<file path="config.mk">
export PLATFORM = sky130hd
export DESIGN_NAME = gpio_interrupt_condition
export DESIGN_NICKNAME = d
export VERILOG_FILES = /design/src/pkg/gpio_irq_pkg.sv /design/src/logic/pin_sync.sv /design/src/logic/gpio_interrupt_condition.sv
export VERILOG_INCLUDE_DIRS = /design/src /design/src/pkg
export SDC_FILE = /design/constraint.sdc
export NUM_CORES = 1
export LEC_CHECK = 0
export BUFFER_PORTS_ARGS = -buffer_cell sky130_fd_sc_hd__buf_2
export CORE_ASPECT_RATIO = 0.7
export CORE_UTILIZATION = 45
export DETAILED_ROUTE_END_ITERATION = 16
export SLEW_MARGIN = 20
export SYNTH_ARGS = -nofsm -noshare
export SYNTH_HDL_FRONTEND = slang
export SYNTH_SLANG_ARGS = --single-unit
export TNS_END_PERCENT = 10
</file>
<file path="constraint.sdc">
create_clock -name pclk -period 3.22 [get_ports pclk]
set_clock_uncertainty 0.05 [all_clocks]
set_input_delay 0.644 -clock pclk [delete_from_list [all_inputs] [get_ports pclk]]
set_output_delay 0.644 -clock pclk [all_outputs]
set_load 0.005 [all_outputs]
</file>
<file path="src/pkg/gpio_irq_cfg.svh">
// constants for the pin interrupt condition block: pin counts, register indices, reset values
// assumes registers are 16 bits wide and each takes one aligned 32-bit apb word
`ifndef GPIO_IRQ_CFG_SVH
`define GPIO_IRQ_CFG_SVH

// pin counts of the two register halves
`define PIN_COUNT 21
`define LOW_PIN_COUNT 16
`define HIGH_PIN_COUNT 5

// register indices; the byte address is four times the index
`define IDX_STATUS_LOW 10'h088
`define IDX_STATUS_HIGH 10'h08A
`define IDX_ENABLE_LOW 10'h08C
`define IDX_ENABLE_HIGH 10'h08E
`define IDX_TRIG_LOW 10'h090
`define IDX_TRIG_HIGH 10'h092
`define IDX_POL_LOW 10'h094
`define IDX_POL_HIGH 10'h096
`define IDX_HOLD_LOW 10'h098
`define IDX_HOLD_HIGH 10'h09A

// apb address width
`define APB_ADDR_W 12

// reset values of the per-pin vectors
`define RESET_CFG 21'h000000
`define RESET_STATUS 21'h000000

`endif

</file>
<file path="src/pkg/gpio_irq_pkg.sv">
// types shared by the pin interrupt condition block
// assumes gpio_irq_cfg.svh is on the include path
`include "gpio_irq_cfg.svh"

package gpio_irq_pkg;

  // which register an apb address selects
  typedef enum logic [3:0] {
    REG_NONE,
    REG_STATUS_LOW,
    REG_STATUS_HIGH,
    REG_ENABLE_LOW,
    REG_ENABLE_HIGH,
    REG_TRIG_LOW,
    REG_TRIG_HIGH,
    REG_POL_LOW,
    REG_POL_HIGH,
    REG_HOLD_LOW,
    REG_HOLD_HIGH
  } reg_id_type;

  // per-pin configuration, one bit per pin in each field
  typedef struct packed {
    logic [`PIN_COUNT-1:0] enable;
    logic [`PIN_COUNT-1:0] trigger;
    logic [`PIN_COUNT-1:0] polarity;
    logic [`PIN_COUNT-1:0] hold;
  } pin_cfg_type;

endpackage

</file>
<file path="src/logic/pin_sync.sv">
// three-stage pin synchroniser with agreement filter and previous-sample register
// assumes pins are asynchronous to pclk; all state freezes while clk_en is low
`timescale 1ns/10ps
`default_nettype none

module pin_sync #(
  parameter int WIDTH = 21
) (
  input wire logic pclk,
  input wire logic presetn,
  input wire logic clk_en,
  input wire logic [WIDTH-1:0] pins,
  output logic [WIDTH-1:0] level_q,
  output logic [WIDTH-1:0] prev_q
);

  logic [WIDTH-1:0] s1_q;
  logic [WIDTH-1:0] s1_d;
  logic [WIDTH-1:0] s2_q;
  logic [WIDTH-1:0] s2_d;
  logic [WIDTH-1:0] s3_q;
  logic [WIDTH-1:0] s3_d;
  logic [WIDTH-1:0] level_d;
  logic [WIDTH-1:0] prev_d;

  // next values: a level counts only once stages two and three agree
  always_comb
  begin
    s1_d = s1_q;
    s2_d = s2_q;
    s3_d = s3_q;
    level_d = level_q;
    prev_d = prev_q;
    if (clk_en)
    begin
      s1_d = pins;
      s2_d = s1_q;
      s3_d = s2_q;
      level_d = (s2_q & s3_q) | (level_q & (s2_q | s3_q));
      prev_d = level_q;
    end
  end

  // registers
  always_ff @(posedge pclk or negedge presetn)
  begin
    if (!presetn)
    begin
      s1_q <= '0;
      s2_q <= '0;
      s3_q <= '0;
      level_q <= '0;
      prev_q <= '0;
    end
    else
    begin
      s1_q <= s1_d;
      s2_q <= s2_d;
      s3_q <= s3_d;
      level_q <= level_d;
      prev_q <= prev_d;
    end
  end

endmodule

`default_nettype wire

</file>
<file path="src/logic/gpio_interrupt_condition.sv">
// pin interrupt condition logic: level/edge detection, hold/through, mask, apb registers
// assumes an apb master on pclk, asynchronous pins, and an interrupt controller taking irq
`timescale 1ns/10ps
`default_nettype none

`include "gpio_irq_cfg.svh"

module gpio_interrupt_condition (
  input wire logic pclk,
  input wire logic presetn,
  input wire logic clk_en,
  input wire logic psel,
  input wire logic penable,
  input wire logic pwrite,
  input wire logic [`APB_ADDR_W-1:0] paddr,
  input wire logic [31:0] pwdata,
  input wire logic [3:0] pstrb,
  output logic [31:0] prdata,
  output logic pready,
  output logic pslverr,
  input wire logic [`PIN_COUNT-1:0] gpio_in,
  output logic irq
);

  logic [`PIN_COUNT-1:0] level_w;
  logic [`PIN_COUNT-1:0] prev_w;
  logic [`PIN_COUNT-1:0] cond_w;
  logic [`PIN_COUNT-1:0] clr_w;
  logic [`PIN_COUNT-1:0] pend_w;
  logic [`PIN_COUNT-1:0] keep_w;
  logic [`PIN_COUNT-1:0] cleared_w;
  logic [`PIN_COUNT-1:0] latch_w;
  logic [`PIN_COUNT-1:0] thru_w;
  logic [`PIN_COUNT-1:0] status_q;
  logic [`PIN_COUNT-1:0] status_d;
  gpio_irq_pkg::pin_cfg_type cfg_q;
  gpio_irq_pkg::pin_cfg_type cfg_d;
  gpio_irq_pkg::reg_id_type sel_id;
  logic [31:0] prdata_q;
  logic [31:0] prdata_d;
  logic irq_q;
  logic irq_d;
  logic wr_w;
  logic high_w;

  // map an apb byte address onto a register
  function automatic gpio_irq_pkg::reg_id_type decode_reg(input logic [`APB_ADDR_W-1:0] addr);
    gpio_irq_pkg::reg_id_type id;
    id = gpio_irq_pkg::REG_NONE;
    case (addr)
      {`IDX_STATUS_LOW, 2'b00}: id = gpio_irq_pkg::REG_STATUS_LOW;
      {`IDX_STATUS_HIGH, 2'b00}: id = gpio_irq_pkg::REG_STATUS_HIGH;
      {`IDX_ENABLE_LOW, 2'b00}: id = gpio_irq_pkg::REG_ENABLE_LOW;
      {`IDX_ENABLE_HIGH, 2'b00}: id = gpio_irq_pkg::REG_ENABLE_HIGH;
      {`IDX_TRIG_LOW, 2'b00}: id = gpio_irq_pkg::REG_TRIG_LOW;
      {`IDX_TRIG_HIGH, 2'b00}: id = gpio_irq_pkg::REG_TRIG_HIGH;
      {`IDX_POL_LOW, 2'b00}: id = gpio_irq_pkg::REG_POL_LOW;
      {`IDX_POL_HIGH, 2'b00}: id = gpio_irq_pkg::REG_POL_HIGH;
      {`IDX_HOLD_LOW, 2'b00}: id = gpio_irq_pkg::REG_HOLD_LOW;
      {`IDX_HOLD_HIGH, 2'b00}: id = gpio_irq_pkg::REG_HOLD_HIGH;
      default: id = gpio_irq_pkg::REG_NONE;
    endcase
    return id;
  endfunction

  // read one half of a pin vector into a bus word; upper reserved bits are zero
  function automatic logic [31:0] read_half(input logic [`PIN_COUNT-1:0] v, input logic high);
    logic [31:0] r;
    if (high)
      r = {27'h0000000, v[`PIN_COUNT-1:`LOW_PIN_COUNT]};
    else
      r = {16'h0000, v[`LOW_PIN_COUNT-1:0]};
    return r;
  endfunction

  // bits a write touches in one half, honouring the byte strobes
  function automatic logic [`PIN_COUNT-1:0] write_mask(
    input logic [31:0] data,
    input logic [3:0] strb,
    input logic high
  );
    logic [`PIN_COUNT-1:0] m;
    m = '0;
    if (high)
      m[`PIN_COUNT-1:`LOW_PIN_COUNT] = data[`HIGH_PIN_COUNT-1:0] & {5{strb[0]}};
    else
      m[`LOW_PIN_COUNT-1:0] = data[15:0] & {{8{strb[1]}}, {8{strb[0]}}};
    return m;
  endfunction

  // merge a write into one half of a configuration vector
  function automatic logic [`PIN_COUNT-1:0] write_half(
    input logic [`PIN_COUNT-1:0] old,
    input logic [31:0] data,
    input logic [3:0] strb,
    input logic high
  );
    logic [`PIN_COUNT-1:0] lanes;
    lanes = write_mask(32'hFFFFFFFF, strb, high);
    return (old & ~lanes) | write_mask(data, strb, high);
  endfunction

  // synchronised pin levels and their previous samples
  pin_sync #(
    .WIDTH(`PIN_COUNT)
  ) u_sync (
    .pclk(pclk),
    .presetn(presetn),
    .clk_en(clk_en),
    .pins(gpio_in),
    .level_q(level_w),
    .prev_q(prev_w)
  );

  // apb decode: zero wait states while enabled, error on unmapped address
  assign sel_id = decode_reg(paddr);
  assign pready = clk_en;
  assign pslverr = psel & penable & (sel_id == gpio_irq_pkg::REG_NONE);
  assign wr_w = psel & penable & pwrite & clk_en;
  assign high_w = (sel_id == gpio_irq_pkg::REG_STATUS_HIGH) ||
                  (sel_id == gpio_irq_pkg::REG_ENABLE_HIGH) ||
                  (sel_id == gpio_irq_pkg::REG_TRIG_HIGH) ||
                  (sel_id == gpio_irq_pkg::REG_POL_HIGH) ||
                  (sel_id == gpio_irq_pkg::REG_HOLD_HIGH);
  assign prdata = prdata_q;
  assign irq = irq_q;

  // per-pin condition: edge on any change, level by polarity
  assign cond_w = (cfg_q.trigger & (level_w ^ prev_w)) |
                  (~cfg_q.trigger & ~(level_w ^ cfg_q.polarity));

  // write-one-to-clear of the status halves
  assign clr_w = (wr_w && (sel_id == gpio_irq_pkg::REG_STATUS_LOW ||
                           sel_id == gpio_irq_pkg::REG_STATUS_HIGH)) ?
                 write_mask(pwdata, pstrb, high_w) : '0;

  // pending requests reaching the controller
  assign pend_w = status_q & cfg_q.enable;

  // helpers read only by the checks below
  assign keep_w = status_q & cfg_q.hold & ~clr_w;
  assign cleared_w = clr_w & cfg_q.hold & ~cond_w;
  assign latch_w = cond_w & cfg_q.hold;
  assign thru_w = ~cfg_q.hold;

  // configuration register writes
  always_comb
  begin
    cfg_d = cfg_q;
    if (wr_w)
    begin
      case (sel_id)
        gpio_irq_pkg::REG_ENABLE_LOW,
        gpio_irq_pkg::REG_ENABLE_HIGH:
          cfg_d.enable = write_half(cfg_q.enable, pwdata, pstrb, high_w);
        gpio_irq_pkg::REG_TRIG_LOW,
        gpio_irq_pkg::REG_TRIG_HIGH:
          cfg_d.trigger = write_half(cfg_q.trigger, pwdata, pstrb, high_w);
        gpio_irq_pkg::REG_POL_LOW,
        gpio_irq_pkg::REG_POL_HIGH:
          cfg_d.polarity = write_half(cfg_q.polarity, pwdata, pstrb, high_w);
        gpio_irq_pkg::REG_HOLD_LOW,
        gpio_irq_pkg::REG_HOLD_HIGH:
          cfg_d.hold = write_half(cfg_q.hold, pwdata, pstrb, high_w);
        default:
          cfg_d = cfg_q;
      endcase
    end
  end

  // status: hold pins latch and a new condition beats the clear, through pins follow
  always_comb
  begin
    status_d = status_q;
    irq_d = irq_q;
    if (clk_en)
    begin
      status_d = cond_w | (cfg_q.hold & status_q & ~clr_w);
      irq_d = |pend_w;
    end
  end

  // read data is captured in the setup phase, ready for the access phase
  always_comb
  begin
    prdata_d = prdata_q;
    if (clk_en && psel && !penable)
    begin
      case (sel_id)
        gpio_irq_pkg::REG_STATUS_LOW,
        gpio_irq_pkg::REG_STATUS_HIGH:
          prdata_d = read_half(status_q, high_w);
        gpio_irq_pkg::REG_ENABLE_LOW,
        gpio_irq_pkg::REG_ENABLE_HIGH:
          prdata_d = read_half(cfg_q.enable, high_w);
        gpio_irq_pkg::REG_TRIG_LOW,
        gpio_irq_pkg::REG_TRIG_HIGH:
          prdata_d = read_half(cfg_q.trigger, high_w);
        gpio_irq_pkg::REG_POL_LOW,
        gpio_irq_pkg::REG_POL_HIGH:
          prdata_d = read_half(cfg_q.polarity, high_w);
        gpio_irq_pkg::REG_HOLD_LOW,
        gpio_irq_pkg::REG_HOLD_HIGH:
          prdata_d = read_half(cfg_q.hold, high_w);
        default:
          prdata_d = 32'h00000000;
      endcase
    end
  end

  // registers
  always_ff @(posedge pclk or negedge presetn)
  begin
    if (!presetn)
    begin
      cfg_q <= {`RESET_CFG, `RESET_CFG, `RESET_CFG, `RESET_CFG};
      status_q <= `RESET_STATUS;
      prdata_q <= 32'h00000000;
      irq_q <= 1'b0;
    end
    else
    begin
      cfg_q <= cfg_d;
      status_q <= status_d;
      prdata_q <= prdata_d;
      irq_q <= irq_d;
    end
  end

  // unheld level pins show status exactly when the pin sat at the selected level
  property p_level_polarity;
    @(posedge pclk) disable iff (!presetn)
    clk_en |=> (((status_q ^ ~($past(level_w) ^ $past(cfg_q.polarity))) &
                 ~$past(cfg_q.trigger) & ~$past(cfg_q.hold)) == '0);
  endproperty
  a_level_polarity: assert property (p_level_polarity) else $error("level condition wrong");

  // any change on an edge pin raises its status, whatever the polarity
  property p_edge_any_change;
    @(posedge pclk) disable iff (!presetn)
    clk_en |=> ((($past(level_w) ^ $past(prev_w)) & $past(cfg_q.trigger) & ~status_q) == '0);
  endproperty
  a_edge_any_change: assert property (p_edge_any_change) else $error("edge condition wrong");

  // a held request survives until a clear
  property p_hold_keeps;
    @(posedge pclk) disable iff (!presetn)
    clk_en |=> ((~status_q & $past(keep_w)) == '0);
  endproperty
  a_hold_keeps: assert property (p_hold_keeps) else $error("held request lost");

  // through pins mirror the last condition
  property p_through_follows;
    @(posedge pclk) disable iff (!presetn)
    clk_en |=> (((status_q ^ $past(cond_w)) & $past(thru_w)) == '0);
  endproperty
  a_through_follows: assert property (p_through_follows) else $error("through not followed");

  // a write of one clears a held bit with no new condition
  property p_clear_write;
    @(posedge pclk) disable iff (!presetn)
    clk_en |=> ((status_q & $past(cleared_w)) == '0);
  endproperty
  a_clear_write: assert property (p_clear_write) else $error("status not cleared");

  // hold pins latch even while disabled
  property p_latch_disabled;
    @(posedge pclk) disable iff (!presetn)
    clk_en |=> ((~status_q & $past(latch_w)) == '0);
  endproperty
  a_latch_disabled: assert property (p_latch_disabled) else $error("request not latched");

  // a pending unmasked request raises irq one edge later
  property p_unmask_delivers;
    @(posedge pclk) disable iff (!presetn)
    (clk_en && (pend_w != '0)) |=> irq_q;
  endproperty
  a_unmask_delivers: assert property (p_unmask_delivers) else $error("irq not raised");

  // nothing unmasked pending keeps irq low
  property p_masked_quiet;
    @(posedge pclk) disable iff (!presetn)
    (clk_en && (pend_w == '0)) |=> !irq_q;
  endproperty
  a_masked_quiet: assert property (p_masked_quiet) else $error("irq while masked");

  // upper registers read back zero above bit four
  property p_reserved_zero;
    @(posedge pclk) disable iff (!presetn)
    (psel && penable && high_w) |-> (prdata_q[31:`HIGH_PIN_COUNT] == '0);
  endproperty
  a_reserved_zero: assert property (p_reserved_zero) else $error("reserved bits set");

endmodule

`default_nettype wire

</file>
==> out/qor.yml, run 1 <==
placementRows: 47
syn2layout_area_growth_pct: 15.4
swShare: 0.262
yosys_most_used_dff: "dfrtp_1"
slew_viol_final: 0
final_nets: 1094
synth_area_mm2: 0.0110
synth.avg_cell_area_um2: 11.7
run_status: "finished, final reports clean"
pwr-share-clk: 0.398
portBuffers: 75
overflow: 0
drt_pass1_iterations: 5
postRouteWirelength_um: 27500
clock_latency_ns: 0.52
clockBufferDepth: 3
p_seq_frac: 0.482
via_per_inst: 5.76
slowest_stage: "or4_1"
ctsResizeCount: 0
yosysMostFrequentCell: "dfrtp_1"
fin_hold_ws_ns: 0.0458
intPower_uw: 5640
grt_pass1_wl_um: 43700
via_count: 7797
drive_gt1_frac: 0.311
critical_path_class: "in2out"
drt-wirelength-per-cell_um: 20.3
synth-edff-count: 0
drtIter0Drc: 585
grt_max_degree: 167
die-width_um: 189
combPwrFrac: 0.120
hold_buffers: 0
ys_async_sr_fraction: 1.00
first_global_vias: 7360
ant_nets: 0
grt_antenna_before_repair: 0
cap_violations: 0
yosys.cell_types.count: 58
cts_tree: "yes"
vdd_drop_max_mv: 0.443
crit_path_start_kind: "input port"
track_usage: 0.224
timing.slew.headroom: 0.448
crit_required_ns: 2.53
gp_congestion: 0.887
setup_viol: 0
hold_viol_final: 0
cp.arrival_ns: 1.98
dp_hpwl_um: 18700
cts.sinks: 227
fin_crit_ns: 2.68
drcViolationCount: 0
final.period_utilization: 0.831
ys_top_cells_by_count: "dfrtp_1 (227), mux2_2 (151), nand2_1 (69), o21ai_0 (69), clkbuf_1 (37)"
die_h_um: 133
nFillCells: 2108
dieArea_mm2: 0.0250
crit_chain: "buf_2, or4_1, nor3_1, a21oi_1, buf_2"
fmax_mhz: 374
cts_setup_buffers: 0
fin_tns_setup_ns: 0
cts_htree_levels: 1
ys_seq_area_frac: 0.518
hp-class: "in2async"
core_mm2: 0.0238
path_common_cell: "buf_2"
io_pins: 110
rsz0062_at_grt: "false"
worst-path-max-fanout: 2
ys_top_cells_by_area: "dfrtp_1 (52%), mux2_2 (16%), o21ai_0 (3.1%)"
switchingPower_uw: 2000
root_buffer: "clkbuf_16"
path_clk_slew_ns: 0.06
cpPeakStageDelay_ns: 0.54
syn_inst: 939
start_util: 0.462
tightest_slew_ns: 0.829
cellPowerDensity_mw_per_mm2: 604
power.leakage_uw: 0.00570
cts_buffers: 23
netlist.top_cell.by_area: "dfrtp_1"
ys_warn_count: 0
synth-seq-cells: 227
synth_top_area_share: 0.518
antenna_cells: 0
end_kind: "primary output"
power by group through the flow:
stage	Sequential, µW	Clock, µW	Combinational, µW
global placement	3710	0	893
detailed placement	3720	0	922
finish	3680	3040	917
floorplan	3550	0	688
global route	3750	3210	1040
CTS	3670	3110	927
kinds of logic (layout without fill, tap and decap cells):
kind of cell,after synthesis,count (layout),share of synthesized area
flops,227,227,0.518
compound gates,215,215,0.133
simple gates,215,215,0.123
mux,180,180,0.183
buf+inv,97,178,0.0404
xor+xnor,4,4,0.00319
other cells,1,16,0.000342
worst paths after layout:
path | from | end | slack (ns) | depth (start not counted)
max in group asynchronous | presetn | u_sync.prev_q[4]$_DFFE_PN0P_ | 2.31 | 2
max reg2reg | status_q[18]$_DFFE_PN0P_ | prdata[2]$_DFFE_PN0P_ | 1.51 | 4
min reg2reg | u_sync.prev_q[1]$_DFFE_PN0P_ | u_sync.prev_q[1]$_DFFE_PN0P_ | 0.45 | 1
min in group pclk | gpio_in[3] | u_sync.s1_q[3]$_DFFE_PN0P_ | 0.30 | 2
max | paddr[10] | pslverr | 0.54 | 5
min | presetn | cfg_q[44]$_DFFE_PN0P_ | 0.05 | 1
final cells by class:
class                           count  area (µm²)  share of cell area
Clock buffer                       32         659              0.0521
Clock inverter                      9         199              0.0157
Inverter                           26        97.6             0.00771
Multi-Input combinational cell    630        4910               0.388
Sequential cell                   227        5680               0.449
Tap cell                          318         398              0.0314
Timing Repair Buffer              111         712              0.0563
sequential cells by signal (all words and copies together) (netlist names):
| name | flops |
|---|---|
| u_sync.s3_q | 21 |
| cfg_q | 84 |
| u_sync.s1_q | 21 |
| irq | 1 |
| prdata | 16 |
| u_sync.level_q | 21 |
| u_sync.s2_q | 21 |
| u_sync.prev_q | 21 |
| status_q | 21 |
critical path: cells and delay by family:
kind / cells / cell delay, ns
simple gates: 2 / 0.93
buf+inv: 2 / 0.27
compound gates: 1 / 0.13
per-stage QoR:
stage               power [µW]  cell area, µm²   util  worst slack [ns]  std cells
CTS                       7710           12600  0.532             0.540       1353
global placement          4610           11800  0.496             0.494       1312
floorplan                 4240           11000      -             0.842        954
global route              7990           12700  0.533             0.465       1353
finish                    7640           12700  0.533             0.545       1353
detailed placement        4650           11800  0.496             0.415       1312
metal layers:
layer  global-route usage  up-vias  routed length (µm)
met5                    0        -                   0
met4               0.0466        0                 467
met3               0.0403       38                1920
met2                0.291      250               10700
met1                0.377     3907               14400
li1                     -     3602                   -
layout by cell type, fill, tap and decap left out, types with 11 or more instances in the layout:
| cell | synthesis | routed |
|---|---|---|
| nand3_1 | 18 | 18 |
| nand3b_1 | 19 | 19 |
| nor2b_1 | 15 | 15 |
| o221ai_1 | 11 | 11 |
| mux2_2 | 151 | 151 |
| o21ai_0 | 69 | 69 |
| a31oi_1 | 15 | 15 |
| dfrtp_1 | 227 | 227 |
| conb_1 | 1 | 16 |
| mux2i_1 | 20 | 20 |
| clkbuf_16 | 0 | 23 |
| o311ai_0 | 16 | 16 |
| inv_1 | 26 | 26 |
| a22o_1 | 11 | 11 |
| buf_2 | 8 | 73 |
| a21o_1 | 15 | 15 |
| nand2_1 | 69 | 69 |
| buf_4 | 18 | 32 |
| a22oi_1 | 23 | 23 |
| a21oi_1 | 23 | 23 |
| nand2b_1 | 34 | 34 |
No activity file was read; power rests on OpenSTA's default activity.
==> run 2, diff against run 1 <==
- clock period: 3.22 -> 2.65 ns (I/O delays scaled with it)
==> out/qor.yml, run 2 (synthesized netlist as in run 1, its figures left out) <==
wl_met1_um: 14100
drive_gt1_frac: 0.320
setup_viol: 0
path_clk_slew_ns: 0.06
end_kind: "primary output"
crit_chain: "buf_2, or4_1, nor3_1, a21oi_1, buf_2"
tightest_slew_ns: 0.781
hold_buffers: 1
layout_commonest_cell: "dfrtp_1"
wl_met2_um: 10700
via_count: 7861
ctsResizeCount: 0
grt_max_degree: 99
dr.max_layer_used: "met4"
largest_reg_flops: 84
run_status: "finished, final reports clean"
first_global_vias: 7334
timing.slew.headroom: 0.479
placementRows: 47
cts.sinks: 227
clock_latency_ns: 0.53
slowest_stage: "or4_1"
cts_tree: "yes"
via_per_inst: 5.75
cellPowerDensity_mw_per_mm2: 700
root_buffer: "clkbuf_16"
syn2layout_area_growth_pct: 15.5
crit_path_start_kind: "input port"
grt_pass1_wl_um: 43500
rsz0062_at_grt: "false"
drt-wirelength-per-cell_um: 20.2
crit_required_ns: 2.07
gp_congestion: 0.878
die-width_um: 189
fin_tns_setup_ns: 0
hp-class: "in2reg"
ant_nets: 0
dp_hpwl_um: 18900
final_cell_mix: "dfrtp_1 (227), mux2_2 (151), buf_2 (73)"
cts_htree_levels: 1
slew_viol_final: 0
grt_antenna_before_repair: 0
routed-wl-met3_um: 2400
final_nets: 1107
drtIter0Drc: 628
clockBufferDepth: 3
antenna_cells: 0
die_h_um: 133
final.period_utilization: 0.849
fmax_mhz: 445
cpPeakStageDelay_ns: 0.55
drcViolationCount: 0
start_util: 0.462
critical_path_class: "in2out"
drt_pass1_iterations: 7
track_usage: 0.224
cap_violations: 0
portBuffers: 75
hold_viol_final: 0
cp.arrival_ns: 1.67
path_common_cell: "buf_2"
io_pins: 110
overflow: 0
final_cells: 1368
dp_cells: 1323
p_total_uw: 8870
vdd_drop_max_mv: 0.508
dieArea_mm2: 0.0250
cts_buffers: 24
worst-path-max-fanout: 2
top_register: "cfg_q"
power.leakage_uw: 0.00573
cts_setup_buffers: 0
fin_crit_ns: 2.25
postRouteWirelength_um: 27600
core_mm2: 0.0238
-- run 2: changes by cell type in the layout (fill, tap and decap cells not counted), moves of 2 or more --
cell,before,now
buf_4,32,42
bufinv_16,6,0
clkbuf_8,5,7
clkinv_2,2,8
-- run 2: through the flow --
step                      utilization  hold WS (ns)  area, µm²  setup slack [ns]
after global placement          0.500         0.432      11900             0.184
after CTS                       0.533         0.156      12700             0.409
after detailed placement        0.500         0.437      11900             0.188
final                           0.533         0.180      12700             0.401
after global routing            0.533         0.167      12700             0.295
after floorplan                     -         0.184      11000             0.386
-- run 2: cell type report --
cell class	count	area [µm²]
timing repair buffer	123	817
multi-input combinational	630	4900
clock inverter	10	63.8
fill	2108	11100
sequential	227	5680
tap	318	398
inverter	26	97.6
clock buffer	34	708
-- run 2: worst max-delay path: cells and delay by family --
kind | cells | cell delay (ns)
simple gates | 2 | 0.78
compound gates | 1 | 0.10
buf+inv | 2 | 0.26
-- run 2: worst paths after layout --
kind / startpoint / to / slack (ns) / depth (start not counted)
min in group asynchronous: presetn / cfg_q[65]$_DFFE_PN0P_ / 0.49 / 2
max reg2reg: status_q[16]$_DFFE_PN0P_ / prdata[0]$_DFFE_PN0P_ / 0.94 / 4
min: gpio_in[18] / u_sync.s1_q[18]$_DFFE_PN0P_ / 0.18 / 2
min reg2reg: u_sync.prev_q[10]$_DFFE_PN0P_ / u_sync.prev_q[10]$_DFFE_PN0P_ / 0.45 / 1
max: paddr[10] / pslverr / 0.40 / 5
max in group asynchronous: presetn / u_sync.prev_q[4]$_DFFE_PN0P_ / 1.35 / 3
-- run 2: per-layer routing --
metal | global-route usage | vias to the layer above
met3 | 0.0536 | 35
met2 | 0.289 | 301
li1 | - | 3636
met5 | 0 | -
met1 | 0.370 | 3889
met4 | 0.0448 | 0
-- run 2: power by group --
group          internal (µW)  switching (µW)
sequential              3980             503
clock                   1860            1400
combinational            567             564
total                   6410            2460
